===== config.mk =====
export PLATFORM = sky130hd
export DESIGN_NAME = prot_host
export DESIGN_NICKNAME = d
export VERILOG_FILES = /design/src/design/prot_pkg.sv /design/src/design/flash_bus_cycle.sv /design/src/design/prot_host.sv
export VERILOG_INCLUDE_DIRS = /design/src /design/src/design
export SDC_FILE = /design/constraint.sdc
export NUM_CORES = 1
export LEC_CHECK = 0
export BUFFER_PORTS_ARGS = -buffer_cell sky130_fd_sc_hd__clkbuf_2
export CORE_MARGIN = 5
export CORE_UTILIZATION = 35
export DETAILED_ROUTE_END_ITERATION = 12
export HOLD_SLACK_MARGIN = 0.15
export PLACE_DENSITY = 0.53
export SLEW_MARGIN = 20
export SYNTH_ARGS = -nofsm -noshare
export SYNTH_HDL_FRONTEND = slang
export SYNTH_SLANG_ARGS = --single-unit

===== constraint.sdc =====
create_clock -name clk -period 3.4 [get_ports clk]
set_input_delay 0.34 -clock clk [delete_from_list [all_inputs] [get_ports clk]]
set_output_delay 0.34 -clock clk [all_outputs]
set_load 0.02 [all_outputs]

===== src/design/prot_defines.svh =====
// constants for the flash protection command host controller
`ifndef PROT_DEFINES_SVH
`define PROT_DEFINES_SVH
`define ADDR_UNLOCK1     23'h000555
`define ADDR_UNLOCK2     23'h0002AA
`define DATA_UNLOCK1     16'h00AA
`define DATA_UNLOCK2     16'h0055
`define CMD_LOCKREG      16'h0040
`define CMD_PASSWORD     16'h0060
`define CMD_NONVOL       16'h00C0
`define CMD_LOCKBIT      16'h0050
`define CMD_VOLATILE     16'h00E0
`define CMD_EXTBLOCK     16'h0088
`define CMD_PROGRAM      16'h00A0
`define CMD_CLEAR1       16'h0080
`define CMD_CLEAR2       16'h0030
`define CMD_EXIT1        16'h0090
`define CMD_EXIT2        16'h0000
`define CMD_PW_UNLOCK1   16'h0025
`define CMD_PW_UNLOCK2   16'h0003
`define CMD_PW_UNLOCK3   16'h0029
`define DATA_PROTECT     16'h0000
`define DATA_UNPROTECT   16'h0001
// apb register offsets
`define REG_CTRL         12'h000
`define REG_ADDR         12'h004
`define REG_WDATA        12'h008
`define REG_STATUS       12'h00C
`define REG_RDATA        12'h010
`define REG_PW01         12'h014
`define REG_PW23         12'h018
// bus cycle timing in cycles of clk
`define WE_LOW_CYCLES    4'h3
`define RD_CYCLES        4'h4
`define GAP_CYCLES       4'h2
`endif


===== src/design/prot_pkg.sv =====
// types for the flash protection command host controller
package prot_pkg;
  typedef enum logic [3:0] {
    OP_NONE, OP_ENTER_LOCKREG, OP_ENTER_PASSWORD, OP_ENTER_NONVOL, OP_ENTER_LOCKBIT,
    OP_ENTER_VOLATILE, OP_ENTER_EXTBLOCK, OP_PROGRAM, OP_CLEAR_ALL, OP_READ,
    OP_PW_READ, OP_PW_UNLOCK, OP_EXIT_SET, OP_EXIT_EXTBLOCK
  } op_e;
  typedef enum logic [1:0] {CYC_IDLE, CYC_SETUP, CYC_STROBE, CYC_GAP} cyc_e;
  typedef enum logic [1:0] {SET_NONE, SET_PROT, SET_EXT} set_e;
endpackage


===== src/design/flash_bus_cycle.sv =====
// one asynchronous flash bus cycle, write-strobe controlled
`timescale 1ns/1ps
`include "prot_defines.svh"
module flash_bus_cycle import prot_pkg::*; (
  input  wire logic        clk,
  input  wire logic        reset,
  input  wire logic        start,     // one-cycle request
  input  wire logic        is_write,
  input  wire logic [22:0] addr,
  input  wire logic [15:0] wdata,
  input  wire logic [15:0] dq_in,     // already synchronised
  output logic             done,      // one-cycle pulse
  output logic [15:0]      rdata,
  output logic [22:0]      fl_addr,
  output logic [15:0]      fl_dq_out,
  output logic             fl_dq_oe,
  output logic             fl_ce_n,
  output logic             fl_oe_n,
  output logic             fl_we_n
);
  typedef struct packed {
    cyc_e        st;
    logic [3:0]  cnt;
    logic        wr;
    logic        done;
    logic [15:0] rdata;
    logic [22:0] a;
    logic [15:0] d;
    logic        oe;
    logic        ce_n;
    logic        goe_n;
    logic        we_n;
  } cyc_s;
  cyc_s s_q, s_d;

  // chip select falls first, write strobe alone times the write
  always_comb begin
    s_d = s_q;
    s_d.done = 1'b0;
    unique case (s_q.st)
      CYC_IDLE: begin
        if (start) begin
          s_d.st = CYC_SETUP;
          s_d.wr = is_write;
          s_d.a  = addr;
          s_d.d  = wdata;
          s_d.oe = is_write;
          s_d.ce_n = 1'b0;
        end
      end
      CYC_SETUP: begin // strobe asserted after chip select is stable
        s_d.st = CYC_STROBE;
        s_d.cnt = s_q.wr ? `WE_LOW_CYCLES : `RD_CYCLES;
        if (s_q.wr) s_d.we_n = 1'b0;
        else s_d.goe_n = 1'b0;
      end
      CYC_STROBE: begin
        if (s_q.cnt == 4'h1) begin
          s_d.st = CYC_GAP;
          s_d.cnt = `GAP_CYCLES;
          s_d.we_n = 1'b1;  // rising strobe latches data while ce stays low
          s_d.goe_n = 1'b1;
          if (!s_q.wr) s_d.rdata = dq_in;
        end else s_d.cnt = s_q.cnt - 4'h1;
      end
      CYC_GAP: begin // hold data, then release the bus
        s_d.ce_n = 1'b1;
        s_d.oe = 1'b0;
        if (s_q.cnt == 4'h1) begin
          s_d.st = CYC_IDLE;
          s_d.done = 1'b1;
        end else s_d.cnt = s_q.cnt - 4'h1;
      end
    endcase
  end

  // single state register
  always_ff @(posedge clk) begin
    if (reset) begin
      s_q <= '{st: CYC_IDLE, cnt: 4'h0, wr: 1'b0, done: 1'b0, rdata: 16'h0000, a: 23'h000000,
               d: 16'h0000, oe: 1'b0, ce_n: 1'b1, goe_n: 1'b1, we_n: 1'b1};
    end else s_q <= s_d;
  end

  assign done = s_q.done;
  assign rdata = s_q.rdata;
  assign fl_addr = s_q.a;
  assign fl_dq_out = s_q.d;
  assign fl_dq_oe = s_q.oe;
  assign fl_ce_n = s_q.ce_n;
  assign fl_oe_n = s_q.goe_n;
  assign fl_we_n = s_q.we_n;

  a_we_needs_ce: assert property (@(posedge clk) disable iff (reset)
    !fl_we_n |-> !fl_ce_n) else $error("write strobe low without chip select");
  a_we_width: assert property (@(posedge clk) disable iff (reset)
    $fell(fl_we_n) |-> !fl_we_n [*3] ##1 fl_we_n) else $error("write strobe width wrong");
endmodule // flash_bus_cycle


===== src/design/prot_host.sv =====
// apb-driven host that issues flash protection command sequences
//
// Chosen here: the APB slave port and the address map.
`timescale 1ns/1ps
`include "prot_defines.svh"
// Behaviour
// - upper data byte driven zero in commands
// - lock register entry AA/555 55/2AA 40/555
// - A0 then value programs; read returns it
// - password entry uses command 60
// - password program A0 then one word
// - unlock 25,03, four words, 29 at 00
// - lock-bit entry uses command 50
// - volatile entry uses command E0
// - volatile set/clear, write-strobe timed only
// - entry sequence precedes any set operation
// - exit with 90 then 00
// - extended block entry 88; four-write exit
module prot_host import prot_pkg::*; (
  input  wire logic        clk,
  input  wire logic        reset,
  input  wire logic [11:0] paddr,
  input  wire logic        psel,
  input  wire logic        penable,
  input  wire logic        pwrite,
  input  wire logic [31:0] pwdata,
  output logic [31:0]      prdata,
  output logic             pready,
  output logic             pslverr,
  input  wire logic [15:0] fl_dq_in,
  output logic [15:0]      fl_dq_out,
  output logic             fl_dq_oe,
  output logic [22:0]      fl_addr,
  output logic             fl_ce_n,
  output logic             fl_oe_n,
  output logic             fl_we_n
);
  typedef struct packed {
    op_e         op;
    logic [3:0]  step;      // bus cycle index within op
    logic        busy;
    logic        issued;    // cycle started, waiting for done
    set_e        set;       // which command set we believe is entered
    logic        err;       // refused op (sticky until next accepted start or OP_NONE write)
    logic [22:0] addr;
    logic [15:0] wdata;
    logic [15:0] rdata;
    logic [63:0] pw;
    logic [31:0] prdata;
    logic        pready;
    logic        pslverr;
  } host_s;
  host_s s_q, s_d;

  logic [15:0] dq_m_q, dq_s_q;   // pin synchroniser
  logic        cyc_start;
  logic        cyc_wr;
  logic [22:0] cyc_addr;
  logic [15:0] cyc_data;
  logic        cyc_done;
  logic [15:0] cyc_rdata;

  // two flops on data pins before use
  always_ff @(posedge clk) begin
    if (reset) begin
      dq_m_q <= 16'h0000;
      dq_s_q <= 16'h0000;
    end else begin
      dq_m_q <= fl_dq_in;
      dq_s_q <= dq_m_q;
    end
  end

  // number of bus cycles per operation
  function automatic logic [3:0] op_len(input op_e op);
    unique case (op)
      OP_ENTER_LOCKREG, OP_ENTER_PASSWORD, OP_ENTER_NONVOL, OP_ENTER_LOCKBIT,
      OP_ENTER_VOLATILE, OP_ENTER_EXTBLOCK: op_len = 4'h3;
      OP_PROGRAM, OP_CLEAR_ALL, OP_EXIT_SET: op_len = 4'h2;
      OP_READ: op_len = 4'h1;
      OP_PW_READ, OP_EXIT_EXTBLOCK: op_len = 4'h4;
      OP_PW_UNLOCK: op_len = 4'h7;
      default: op_len = 4'h0;
    endcase
  endfunction

  // address of a given cycle; upper bits only carry a block address
  function automatic logic [22:0] cyc_a(input op_e op, input logic [3:0] st, input logic [22:0] ua);
    cyc_a = 23'h000000;
    unique case (op)
      OP_ENTER_LOCKREG, OP_ENTER_PASSWORD, OP_ENTER_NONVOL, OP_ENTER_LOCKBIT,
      OP_ENTER_VOLATILE, OP_ENTER_EXTBLOCK, OP_EXIT_EXTBLOCK:
        cyc_a = (st == 4'h1) ? `ADDR_UNLOCK2 : (st == 4'h3) ? 23'h000000 : `ADDR_UNLOCK1;
      OP_PROGRAM: cyc_a = (st == 4'h0) ? 23'h000000 : ua;
      OP_READ: cyc_a = ua;
      OP_PW_READ: cyc_a = {19'h00000, st};
      OP_PW_UNLOCK: cyc_a = (st >= 4'h2 && st <= 4'h5) ? {19'h00000, st - 4'h2} : 23'h000000;
      default: cyc_a = 23'h000000;
    endcase
  endfunction

  // data of a given cycle; upper data byte driven zero in commands
  function automatic logic [15:0] cyc_d(input op_e op, input logic [3:0] st, input logic [15:0] ud,
                                        input logic [63:0] pw);
    cyc_d = 16'h0000;
    unique case (op)
      OP_ENTER_LOCKREG: cyc_d = (st == 4'h0) ? `DATA_UNLOCK1 : (st == 4'h1) ? `DATA_UNLOCK2 : `CMD_LOCKREG;
      OP_ENTER_PASSWORD: cyc_d = (st == 4'h0) ? `DATA_UNLOCK1 : (st == 4'h1) ? `DATA_UNLOCK2 : `CMD_PASSWORD;
      OP_ENTER_NONVOL: cyc_d = (st == 4'h0) ? `DATA_UNLOCK1 : (st == 4'h1) ? `DATA_UNLOCK2 : `CMD_NONVOL;
      OP_ENTER_LOCKBIT: cyc_d = (st == 4'h0) ? `DATA_UNLOCK1 : (st == 4'h1) ? `DATA_UNLOCK2 : `CMD_LOCKBIT;
      OP_ENTER_VOLATILE: cyc_d = (st == 4'h0) ? `DATA_UNLOCK1 : (st == 4'h1) ? `DATA_UNLOCK2 : `CMD_VOLATILE;
      OP_ENTER_EXTBLOCK: cyc_d = (st == 4'h0) ? `DATA_UNLOCK1 : (st == 4'h1) ? `DATA_UNLOCK2 : `CMD_EXTBLOCK;
      OP_EXIT_EXTBLOCK: cyc_d = (st == 4'h0) ? `DATA_UNLOCK1 : (st == 4'h1) ? `DATA_UNLOCK2 :
                                (st == 4'h2) ? `CMD_EXIT1 : `CMD_EXIT2;
      OP_PROGRAM: cyc_d = (st == 4'h0) ? `CMD_PROGRAM : ud;
      OP_CLEAR_ALL: cyc_d = (st == 4'h0) ? `CMD_CLEAR1 : `CMD_CLEAR2;
      OP_EXIT_SET: cyc_d = (st == 4'h0) ? `CMD_EXIT1 : `CMD_EXIT2;
      OP_PW_UNLOCK: begin
        unique case (st)
          4'h0: cyc_d = `CMD_PW_UNLOCK1;
          4'h1: cyc_d = `CMD_PW_UNLOCK2;
          4'h2: cyc_d = pw[15:0];
          4'h3: cyc_d = pw[31:16];
          4'h4: cyc_d = pw[47:32];
          4'h5: cyc_d = pw[63:48];
          default: cyc_d = `CMD_PW_UNLOCK3;
        endcase
      end
      default: cyc_d = 16'h0000;
    endcase
    // password words are full 16-bit data, not command bytes
    cyc_d[15:8] = ((op == OP_PROGRAM && st == 4'h1) ||
                   (op == OP_PW_UNLOCK && st >= 4'h2 && st <= 4'h5)) ? cyc_d[15:8] : 8'h00;
  endfunction

  // true for operations allowed only inside an entered set
  function automatic logic needs_set(input op_e op);
    needs_set = (op == OP_PROGRAM) || (op == OP_CLEAR_ALL) || (op == OP_PW_READ) ||
                (op == OP_PW_UNLOCK) || (op == OP_EXIT_SET);
  endfunction

  // apb slave, sequencer and status in one state update
  always_comb begin
    logic acc;
    logic [3:0] len;
    acc = psel && penable && !s_q.pready;
    len = op_len(s_q.op);
    s_d = s_q;
    s_d.pready = 1'b0;
    s_d.pslverr = 1'b0;
    // apb access answered one cycle after penable rises
    if (acc) begin
      s_d.pready = 1'b1;
      if (pwrite) begin
        unique case (paddr)
          `REG_CTRL: begin
            if (s_q.busy) s_d.err = 1'b1;   // refused while a sequence runs
            else if (op_e'(pwdata[3:0]) == OP_NONE) s_d.err = 1'b0;
            else if (needs_set(op_e'(pwdata[3:0])) && s_q.set == SET_NONE) s_d.err = 1'b1;
            else begin
              s_d.op = op_e'(pwdata[3:0]);
              s_d.step = 4'h0;
              s_d.busy = 1'b1;
              s_d.err = 1'b0;
            end
          end
          `REG_ADDR: s_d.addr = pwdata[22:0];
          `REG_WDATA: s_d.wdata = pwdata[15:0];
          `REG_PW01: s_d.pw[31:0] = pwdata;
          `REG_PW23: s_d.pw[63:32] = pwdata;
          `REG_STATUS, `REG_RDATA: ;
          default: s_d.pslverr = 1'b1;   // unmapped
        endcase
      end else begin
        unique case (paddr)
          `REG_CTRL: s_d.prdata = {28'h0000000, s_q.op};
          `REG_ADDR: s_d.prdata = {9'h000, s_q.addr};
          `REG_WDATA: s_d.prdata = {16'h0000, s_q.wdata};
          `REG_STATUS: s_d.prdata = {28'h0000000, s_q.set, s_q.err, s_q.busy};
          `REG_RDATA: s_d.prdata = {16'h0000, s_q.rdata};
          `REG_PW01: s_d.prdata = s_q.pw[31:0];
          `REG_PW23: s_d.prdata = s_q.pw[63:32];
          default: begin
            s_d.prdata = 32'h00000000;
            s_d.pslverr = 1'b1;
          end
        endcase
      end
    end
    // sequencer: one bus cycle at a time
    if (s_q.busy && cyc_done) begin
      s_d.issued = 1'b0;
      if (s_q.op == OP_READ) s_d.rdata = cyc_rdata;
      if (s_q.op == OP_PW_READ) begin
        unique case (s_q.step[1:0])
          2'h0: s_d.pw[15:0] = cyc_rdata;
          2'h1: s_d.pw[31:16] = cyc_rdata;
          2'h2: s_d.pw[47:32] = cyc_rdata;
          2'h3: s_d.pw[63:48] = cyc_rdata;
        endcase
      end
      if (s_q.step + 4'h1 == len) begin
        s_d.busy = 1'b0;
        s_d.op = OP_NONE;
        unique case (s_q.op)
          OP_ENTER_LOCKREG, OP_ENTER_PASSWORD, OP_ENTER_NONVOL, OP_ENTER_LOCKBIT,
          OP_ENTER_VOLATILE: s_d.set = SET_PROT;
          OP_ENTER_EXTBLOCK: s_d.set = SET_EXT;
          OP_EXIT_SET, OP_EXIT_EXTBLOCK: s_d.set = SET_NONE;
          default: ;
        endcase
      end else s_d.step = s_q.step + 4'h1;
    end else if (s_q.busy && !s_q.issued) s_d.issued = 1'b1;
  end

  assign cyc_start = s_q.busy && !s_q.issued;
  assign cyc_wr = !(s_q.op == OP_READ || s_q.op == OP_PW_READ);
  assign cyc_addr = cyc_a(s_q.op, s_q.step, s_q.addr);
  assign cyc_data = cyc_d(s_q.op, s_q.step, s_q.wdata, s_q.pw);

  // state register; reset leaves no set entered
  always_ff @(posedge clk) begin
    if (reset) begin
      s_q <= '{op: OP_NONE, step: 4'h0, busy: 1'b0, issued: 1'b0, set: SET_NONE, err: 1'b0,
               addr: 23'h000000, wdata: 16'h0000, rdata: 16'h0000, pw: 64'h0000000000000000,
               prdata: 32'h00000000, pready: 1'b0, pslverr: 1'b0};
    end else s_q <= s_d;
  end

  // bus cycle engine drives pins from its own flops
  flash_bus_cycle u_cycle (
    .clk       (clk),
    .reset     (reset),
    .start     (cyc_start),
    .is_write  (cyc_wr),
    .addr      (cyc_addr),
    .wdata     (cyc_data),
    .dq_in     (dq_s_q),
    .done      (cyc_done),
    .rdata     (cyc_rdata),
    .fl_addr   (fl_addr),
    .fl_dq_out (fl_dq_out),
    .fl_dq_oe  (fl_dq_oe),
    .fl_ce_n   (fl_ce_n),
    .fl_oe_n   (fl_oe_n),
    .fl_we_n   (fl_we_n)
  );

  assign prdata = s_q.prdata;
  assign pready = s_q.pready;
  assign pslverr = s_q.pslverr;

  a_entry_unlock1: assert property (@(posedge clk) disable iff (reset)
    $fell(fl_we_n) && s_q.op == OP_ENTER_LOCKREG && s_q.step == 4'h0 |->
      fl_addr == `ADDR_UNLOCK1 && fl_dq_out == `DATA_UNLOCK1) else $error("bad first unlock");
  a_lockreg_cmd: assert property (@(posedge clk) disable iff (reset)
    $fell(fl_we_n) && s_q.op == OP_ENTER_LOCKREG && s_q.step == 4'h2 |->
      fl_dq_out == `CMD_LOCKREG) else $error("bad lock register entry");
  a_upper_zero: assert property (@(posedge clk) disable iff (reset)
    !fl_we_n && s_q.op != OP_PROGRAM && !(s_q.op == OP_PW_UNLOCK && s_q.step >= 4'h2 && s_q.step <= 4'h5)
    |-> fl_dq_out[15:8] == 8'h00) else $error("upper byte set");
  a_exit_code: assert property (@(posedge clk) disable iff (reset)
    $fell(fl_we_n) && s_q.op == OP_EXIT_SET |-> fl_dq_out == (s_q.step == 4'h0 ? `CMD_EXIT1 : `CMD_EXIT2))
    else $error("bad exit code");
  a_pw_unlock_end: assert property (@(posedge clk) disable iff (reset)
    $fell(fl_we_n) && s_q.op == OP_PW_UNLOCK && s_q.step == 4'h6 |-> fl_dq_out == `CMD_PW_UNLOCK3)
    else $error("bad unlock end");
  a_pw_read_addr: assert property (@(posedge clk) disable iff (reset)
    $fell(fl_oe_n) && s_q.op == OP_PW_READ |-> fl_addr == {19'h00000, s_q.step}) else $error("bad pw addr");
  a_no_set_refused: assert property (@(posedge clk) disable iff (reset)
    s_q.set == SET_NONE && !s_q.busy |=> !(s_q.busy && needs_set(s_q.op))) else $error("op outside set");
  a_pready_pulse: assert property (@(posedge clk) disable iff (reset)
    pready |=> !pready) else $error("pready held");
  a_clear_order: assert property (@(posedge clk) disable iff (reset)
    $fell(fl_we_n) && s_q.op == OP_CLEAR_ALL && s_q.step == 4'h1 |-> fl_dq_out == `CMD_CLEAR2)
    else $error("bad clear");
  c_enter: cover property (@(posedge clk) disable iff (reset) $rose(s_q.set == SET_PROT));
  c_ext: cover property (@(posedge clk) disable iff (reset) $rose(s_q.set == SET_EXT));
  c_unlock: cover property (@(posedge clk) disable iff (reset) s_q.op == OP_PW_UNLOCK && cyc_done);
  c_read: cover property (@(posedge clk) disable iff (reset) s_q.op == OP_READ && cyc_done);
endmodule // prot_host


==> impl_metrics.csv, run 1 <==
group,metric,value,unit
grt,busiest_layer,"met1",
routing,first_iter_violations,1057,
synth,synthArstFlopShare,0,%
layout,drive_above_1_share,16.9,%
timing,setup_tns,0,ps
timing,hold_slack,189,ps
synth,avgSynthCellArea,8.61,um2
timing,fin_crit_sh,88.1,%
critical_path,cp-end-kind,"register",
layout,syn_to_final_growth,16.6,%
routing,totalWireLength,42.7,mm
pwr,switching_share,23.0,%
pwr,powerDensity,455,mW/mm2
timing,finalSetupViolCount,0,
layout,final_common_cell,"dfxtp_1",
placement,gp_congestion,0.892,
outcome,status,"complete, no violations",
critical_path,path_class,"register to register",
critical_path,cp.required,3820,ps
grt,grt-ovfl-total,0,
worst_hold_path,hold_path_class,"input port to register",
grt,grt_usage,20.0,%
grt,grt_use_met1,29.6,%
floorplan,initial_utilization,35.5,%
routing,remaining_drc_errors,0,
pwr,p_int,5310,uW
timing,fmax,334,MHz
grt,antenna_found_initial,2,
critical_path,slowest_delay,610,ps
placement,io_buffers,141,
timing,finalMaxSlewViolations,0,
timing,slew_headroom,31.0,%
synth,synth_top_cell_by_area,"dfxtp_1",
critical_path,path_buf_inv,3,
cts,cts.sinks,268,
critical_path,cpMostUsedCell,"buf_4",
layout,layout_common_cells,"dfxtp_1 (268), nor2_1 (195), nand2_1 (164)",
routing,firstDrtPassIters,6,
layout,fin_nets,1668,
pwr,pwr-share-clk,47.2,%
cts,cts_buffers,30,
synth,synthesis.nets,1590,
critical_path,cp-start-kind,"register",
pwr,comb_power_share,6.0,%
grt,met2_usage,29.5,%
synth,ys_warn_count,0,
floorplan,die_w,203,um
cts,cts_max_level,1,
critical_path,arrival,3420,ps
synth,synth_area_leaders,"dfxtp_1 (41%), mux2i_1 (7.2%), nor2_1 (5.7%)",
grt,grt_max_degree,211,
layout,nFillCells,3707,
pwr,seq_power_share,46.8,%
pwr,power_switching,1580,uW
timing,period_needed,3000,ps
pwr,ir_drop,0.369,mV
synth,synth-seq-cells,268,
cts,clk_path_buf_depth,3,
routing,ant_nets,0,
floorplan,dieArea,0.0410,mm2
routing,vias,11400,
grt,grt_pass1_vias,10700,
synth,yosysTopAreaCellShare,41.3,%
timing,worst_pin_slew,1030,ps
floorplan,ios,142,
floorplan,core_area,0.0366,mm2
timing,hold_viol_final,0,
timing,skew,27.0,ps
synth,yosysUniqueCellTypes,70,
cts,path_clk_slew,60,ps
grt,grtUsageMet3,4.74,%
cts,clk_root_buffer_cell,"clkbuf_16",
synth,syn_inst,1508,
layout,seqCellArea,0.00537,mm2
routing,detail_route.wl_per_cell,20.6,um
grt,grt_pass1_wl,66.0,mm
critical_path,path_cells,"inv_1 > ha_1 > buf_4 > nor2_1 > a211o_1 > a31oi_1 > a2111oi_0 > buf_4 > nor3_1",
critical_path,cp_max_fo,13,
critical_path,path_delay_family,"compound AO/OA/AOI/OAI gates",
floorplan,rows,70,
timing,rsz0062_at_grt,"false",
synth,synthFlopType,"dfxtp_1",
critical_path,cp_slowest_cell,"a2111oi_0",
floorplan,die_y,203,um
cts,post-cts-setup-buffers,0,
synth,synth.cell_area,0.0130,mm2
placement,dp_hpwl,29.6,mm
flow_run,max_cap_violations,0,
synth,synth_edf_count,0,
synth,yosysSeqAreaShare,41.3,%
cts,tritoncts,"built",
layout,multi_input_area,0.00650,mm2
routing,via_per_inst,5.48,
pwr,leakagePower,0.00551,uW
cts,clk-insertion-delay-late,570,ps
[routing by layer]
layer | share of wire, % | vias to the layer above | wire (um)
met5 | 0.030 | - | 13
met2 | 42 | 440 | 18100
li1 | - | 5480 | -
met4 | 1.8 | 2 | 779
met3 | 8.2 | 54 | 3490
met1 | 48 | 5398 | 20300
[state kept, by name (all words and copies together), names as in the netlist, named ones only]
signal	cells
prdata	32
u_cycle.rdata	16
s_q	132
u_cycle.fl_we_n	1
u_cycle.fl_ce_n	1
pready	1
u_cycle.fl_dq_out	16
dq_s_q	16
dq_m_q	16
u_cycle.fl_addr	23
u_cycle.s_q	7
pslverr	1
u_cycle.done	1
u_cycle.fl_oe_n	1
u_cycle.fl_dq_oe	1
[what timing repair did]
action / 4_1_cts / 5_1_grt
hold buffers: 44 / 0
hold endpoints to repair: 66 / 0
resized for setup: 0 / 0
[final cells by class]
type                            count  share of cell area [%]
Antenna cell                        1                  0.0165
Sequential cell                   268                    35.5
Clock inverter                      6                   0.546
Tap cell                          468                    3.87
Multi-Input combinational cell   1028                    43.0
Timing Repair Buffer              239                    10.7
Clock buffer                       45                    5.94
Inverter                           19                   0.471
[worst register-to-register path, delay by kind of cell (launching register included)]
| kind | cells | cell delay [ps] |
|---|---|---|
| fa+ha+maj | 1 | 300 |
| flops | 1 | 530 |
| buf+inv | 3 | 560 |
| compound gates | 3 | 1300 |
| simple gates | 2 | 170 |
[power groups by stage]
stage                     Sequential [uW]  Combinational, uW  Clock, uW
after floorplan                      3290                244          0
after global placement               3290                374          0
after detailed placement             3290                377          0
after CTS                            3220                418       3330
after global routing                 3230                461       3450
final                                3220                417       3250
[through the flow]
step | cell area (um2) | util [%] | total power (uW) | cells | worst slack, ps
floorplan | 13000 | - | 3540 | 1508 | 500
global placement | 13700 | 37.4 | 3660 | 1978 | 367
detailed placement | 13700 | 37.4 | 3670 | 1978 | 306
CTS | 15100 | 41.3 | 6970 | 2073 | 431
global route | 15100 | 41.3 | 7130 | 2074 | 245
finish | 15100 | 41.3 | 6890 | 2074 | 403
[logic make-up (layout without fill, tap and decap cells)]
family          count (synthesis)  count (layout)  share of synthesized area [%]
other cells                     0               1                              0
xor+xnor                        4               4                          0.376
compound gates                392             392                           21.0
simple gates                  503             503                           17.8
mux                           112             112                           9.17
buf+inv                       212             309                           8.67
flops                         268             268                           41.3
fa+ha+maj                      17              17                           1.64
[cell usage after synthesis (6+ instances only)]
master / n
mux2_2: 15
buf_1: 6
or3_1: 7
nand2b_1: 8
a211oi_1: 90
buf_4: 71
nor2_1: 196
mux2i_1: 93
buf_2: 8
nor3b_1: 12
and2_1: 7
nand2_1: 164
a31oi_1: 7
clkbuf_1: 101
ha_1: 17
a221oi_1: 27
a22o_1: 19
inv_1: 19
nor3_1: 23
a222oi_1: 7
o22ai_1: 6
o21a_1: 6
a2bb2oi_1: 8
a22oi_1: 53
nor2b_1: 36
nand3_1: 10
a21oi_1: 95
o21ai_0: 38
buf_6: 7
dfxtp_1: 268
[path summary, 6_finish.rpt]
check,depth (start not counted),end,slack (ps),from
setup / recovery,9,u_cycle.fl_dq_out[2],400,s_q[158]
hold / removal,3,s_q[132],190,pwdata[2]
setup reg to reg,9,u_cycle.fl_dq_out[2],400,s_q[158]
hold reg to reg,2,u_cycle.rdata[6],430,dq_s_q[6]
Note: power is estimated with default switching activity, not from simulation.
==> run 2, diff against run 1 <==
Settings changed: CORE_MARGIN 5 to 2.
==> impl_metrics.csv, run 2 (synthesis gave the netlist of run 1 again) <==
group,metric,value,unit
cts,clk-insertion-delay-late,580,ps
timing,rsz0062_at_grt,"false",
critical_path,reg2reg_slack,190,ps
worst_hold_path,hold_path_class,"input port to register",
layout,n_antenna_cell,0,
routing,firstDrtPassIters,6,
critical_path,cp.required,3840,ps
worst_hold_path,hold_path_depth,5,
critical_path,rr_endpoint,"u_cycle.fl_dq_out[2]",
outcome,status,"complete, no violations",
cts,postCtsHoldBufs,48,
routing,ant_nets,0,
placement,dp.cells,1977,
critical_path,cp-end-kind,"register",
layout,layout_common_cells,"dfxtp_1 (268), nor2_1 (195), nand2_1 (164)",
routing,totalWireLength,42.2,mm
floorplan,core_area,0.0365,mm2
timing,skew,23.3,ps
floorplan,die_y,197,um
critical_path,cp-start-kind,"register",
layout,drive_above_1_share,17.2,%
critical_path,path_cells,"inv_1 > ha_1 > buf_4 > nor2_1 > a211o_1 > a31oi_1 > a2111oi_0 > buf_4 > nor3_1",
pwr,p_int,5370,uW
pwr,switching_share,23.5,%
placement,dp_hpwl,29.4,mm
critical_path,cp_slowest_cell,"a2111oi_0",
timing,hold_viol_final,0,
routing,via_per_inst,5.48,
timing,finalMaxSlewViolations,0,
timing,fmax,311,MHz
cts,cts-resized-gates,0,
grt,grt_pass1_vias,10700,
pwr,leakagePower,0.00555,uW
placement,gp_congestion,0.847,
pwr,ir_drop,0.453,mV
layout,final_common_cell,"dfxtp_1",
timing,finalSetupViolCount,0,
cts,tritoncts,"built",
cts,cts.sinks,268,
critical_path,cp_max_fo,13,
routing,vias,11400,
cts,post-cts-setup-buffers,0,
routing,detail_route.wl_per_cell,20.3,um
cts,clk_path_buf_depth,3,
layout,fin_nets,1672,
grt,grt-ovfl-total,0,
layout,syn_to_final_growth,16.9,%
layout,regMostFlops,"s_q",
placement,io_buffers,141,
grt,grt_max_degree,178,
floorplan,die_w,197,um
layout,fin_cells,2081,
pwr,power_switching,1650,uW
grt,grt_pass1_wl,65.3,mm
worst_hold_path,hold_start,"pwrite",
cts,clk_root_buffer_cell,"clkbuf_16",
layout,final_cell_area,0.0152,mm2
floorplan,dieArea,0.0386,mm2
worst_hold_path,hold_end,"s_q[157]",
critical_path,ff2ff_path_depth,9,
critical_path,arrival,3650,ps
floorplan,rows,70,
timing,worst_pin_slew,926,ps
critical_path,cpMostUsedCell,"buf_4",
critical_path,path_class,"register to register",
flow_run,max_cap_violations,0,
pwr,pwr-share-clk,48.1,%
cts,cts_max_level,1,
routing,remaining_drc_errors,0,
floorplan,initial_utilization,35.5,%
timing,setup_tns,0,ps
grt,antenna_found_initial,2,
cts,cts_buffers,31,
timing,slew_headroom,38.2,%
cts,path_clk_slew,60,ps
pwr,comb_power_share,6.0,%
timing,period_needed,3210,ps
critical_path,r2r-start,"s_q[158]",
floorplan,ios,142,
critical_path,slowest_delay,660,ps
pwr,seq_power_share,45.9,%
grt,grt_usage,21.5,%
timing,fin_crit_sh,94.5,%
routing,first_iter_violations,1095,
pwr,powerDensity,462,mW/mm2
placement,place_area,0.0137,mm2
layout,largest_register_ffs,132,
-- run 2: worst max-delay path by stage --
stage | startpoint | endpoint | slack (ps)
after floorplan | paddr[9] | register | 500
after global placement | s_q[158] | u_cycle.fl_dq_out[2] | 330
after detailed placement | s_q[158] | u_cycle.fl_dq_out[2] | 350
after CTS | s_q[158] | u_cycle.fl_dq_out[2] | 300
after global routing | s_q[158] | u_cycle.fl_dq_out[2] | 60
final | s_q[158] | u_cycle.fl_dq_out[2] | 190
-- run 2: power groups by stage --
stage | Sequential, uW | Clock, uW | Combinational [uW]
finish | 3220 | 3370 | 418
global route | 3230 | 3570 | 462
CTS | 3220 | 3440 | 419
detailed placement | 3290 | 0 | 374
global placement | 3290 | 0 | 370
floorplan | 3290 | 0 | 244
-- run 2: stage by stage --
step / hold WS [ps] / power (uW) / utilization (%) / setup slack, ps
floorplan: 414 / 3540 / - / 500
global placement: 424 / 3660 / 37.4 / 329
detailed placement: 425 / 3670 / 37.4 / 351
CTS: 214 / 7080 / 41.5 / 301
global route: 243 / 7260 / 41.5 / 58.4
finish: 227 / 7020 / 41.5 / 188
-- run 2: worst max-delay path: cells and delay by family (launching register included) --
kind | cells | cell delay, ps
compound gates | 3 | 1280
flops | 1 | 550
fa+ha+maj | 1 | 290
simple gates | 2 | 380
buf+inv | 3 | 580
-- run 2: area by class of cell --
| type | instances | area [um2] |
|---|---|---|
| clock buffer | 40 | 860 |
| clock inverter | 16 | 173 |
| fill | 3670 | 21300 |
| inverter | 19 | 71.3 |
| multi-input combinational | 1028 | 6500 |
| sequential | 268 | 5370 |
| tap | 468 | 586 |
| timing repair buffer | 242 | 1620 |
-- run 2: metal layers --
layer	track usage (%)	share of wire, %	up-vias
li1	-	-	5519
met1	31.9	48	5405
met2	32.6	43	407
met3	3.13	6.6	67
met4	5.70	2.4	2
met5	0	0.031	-
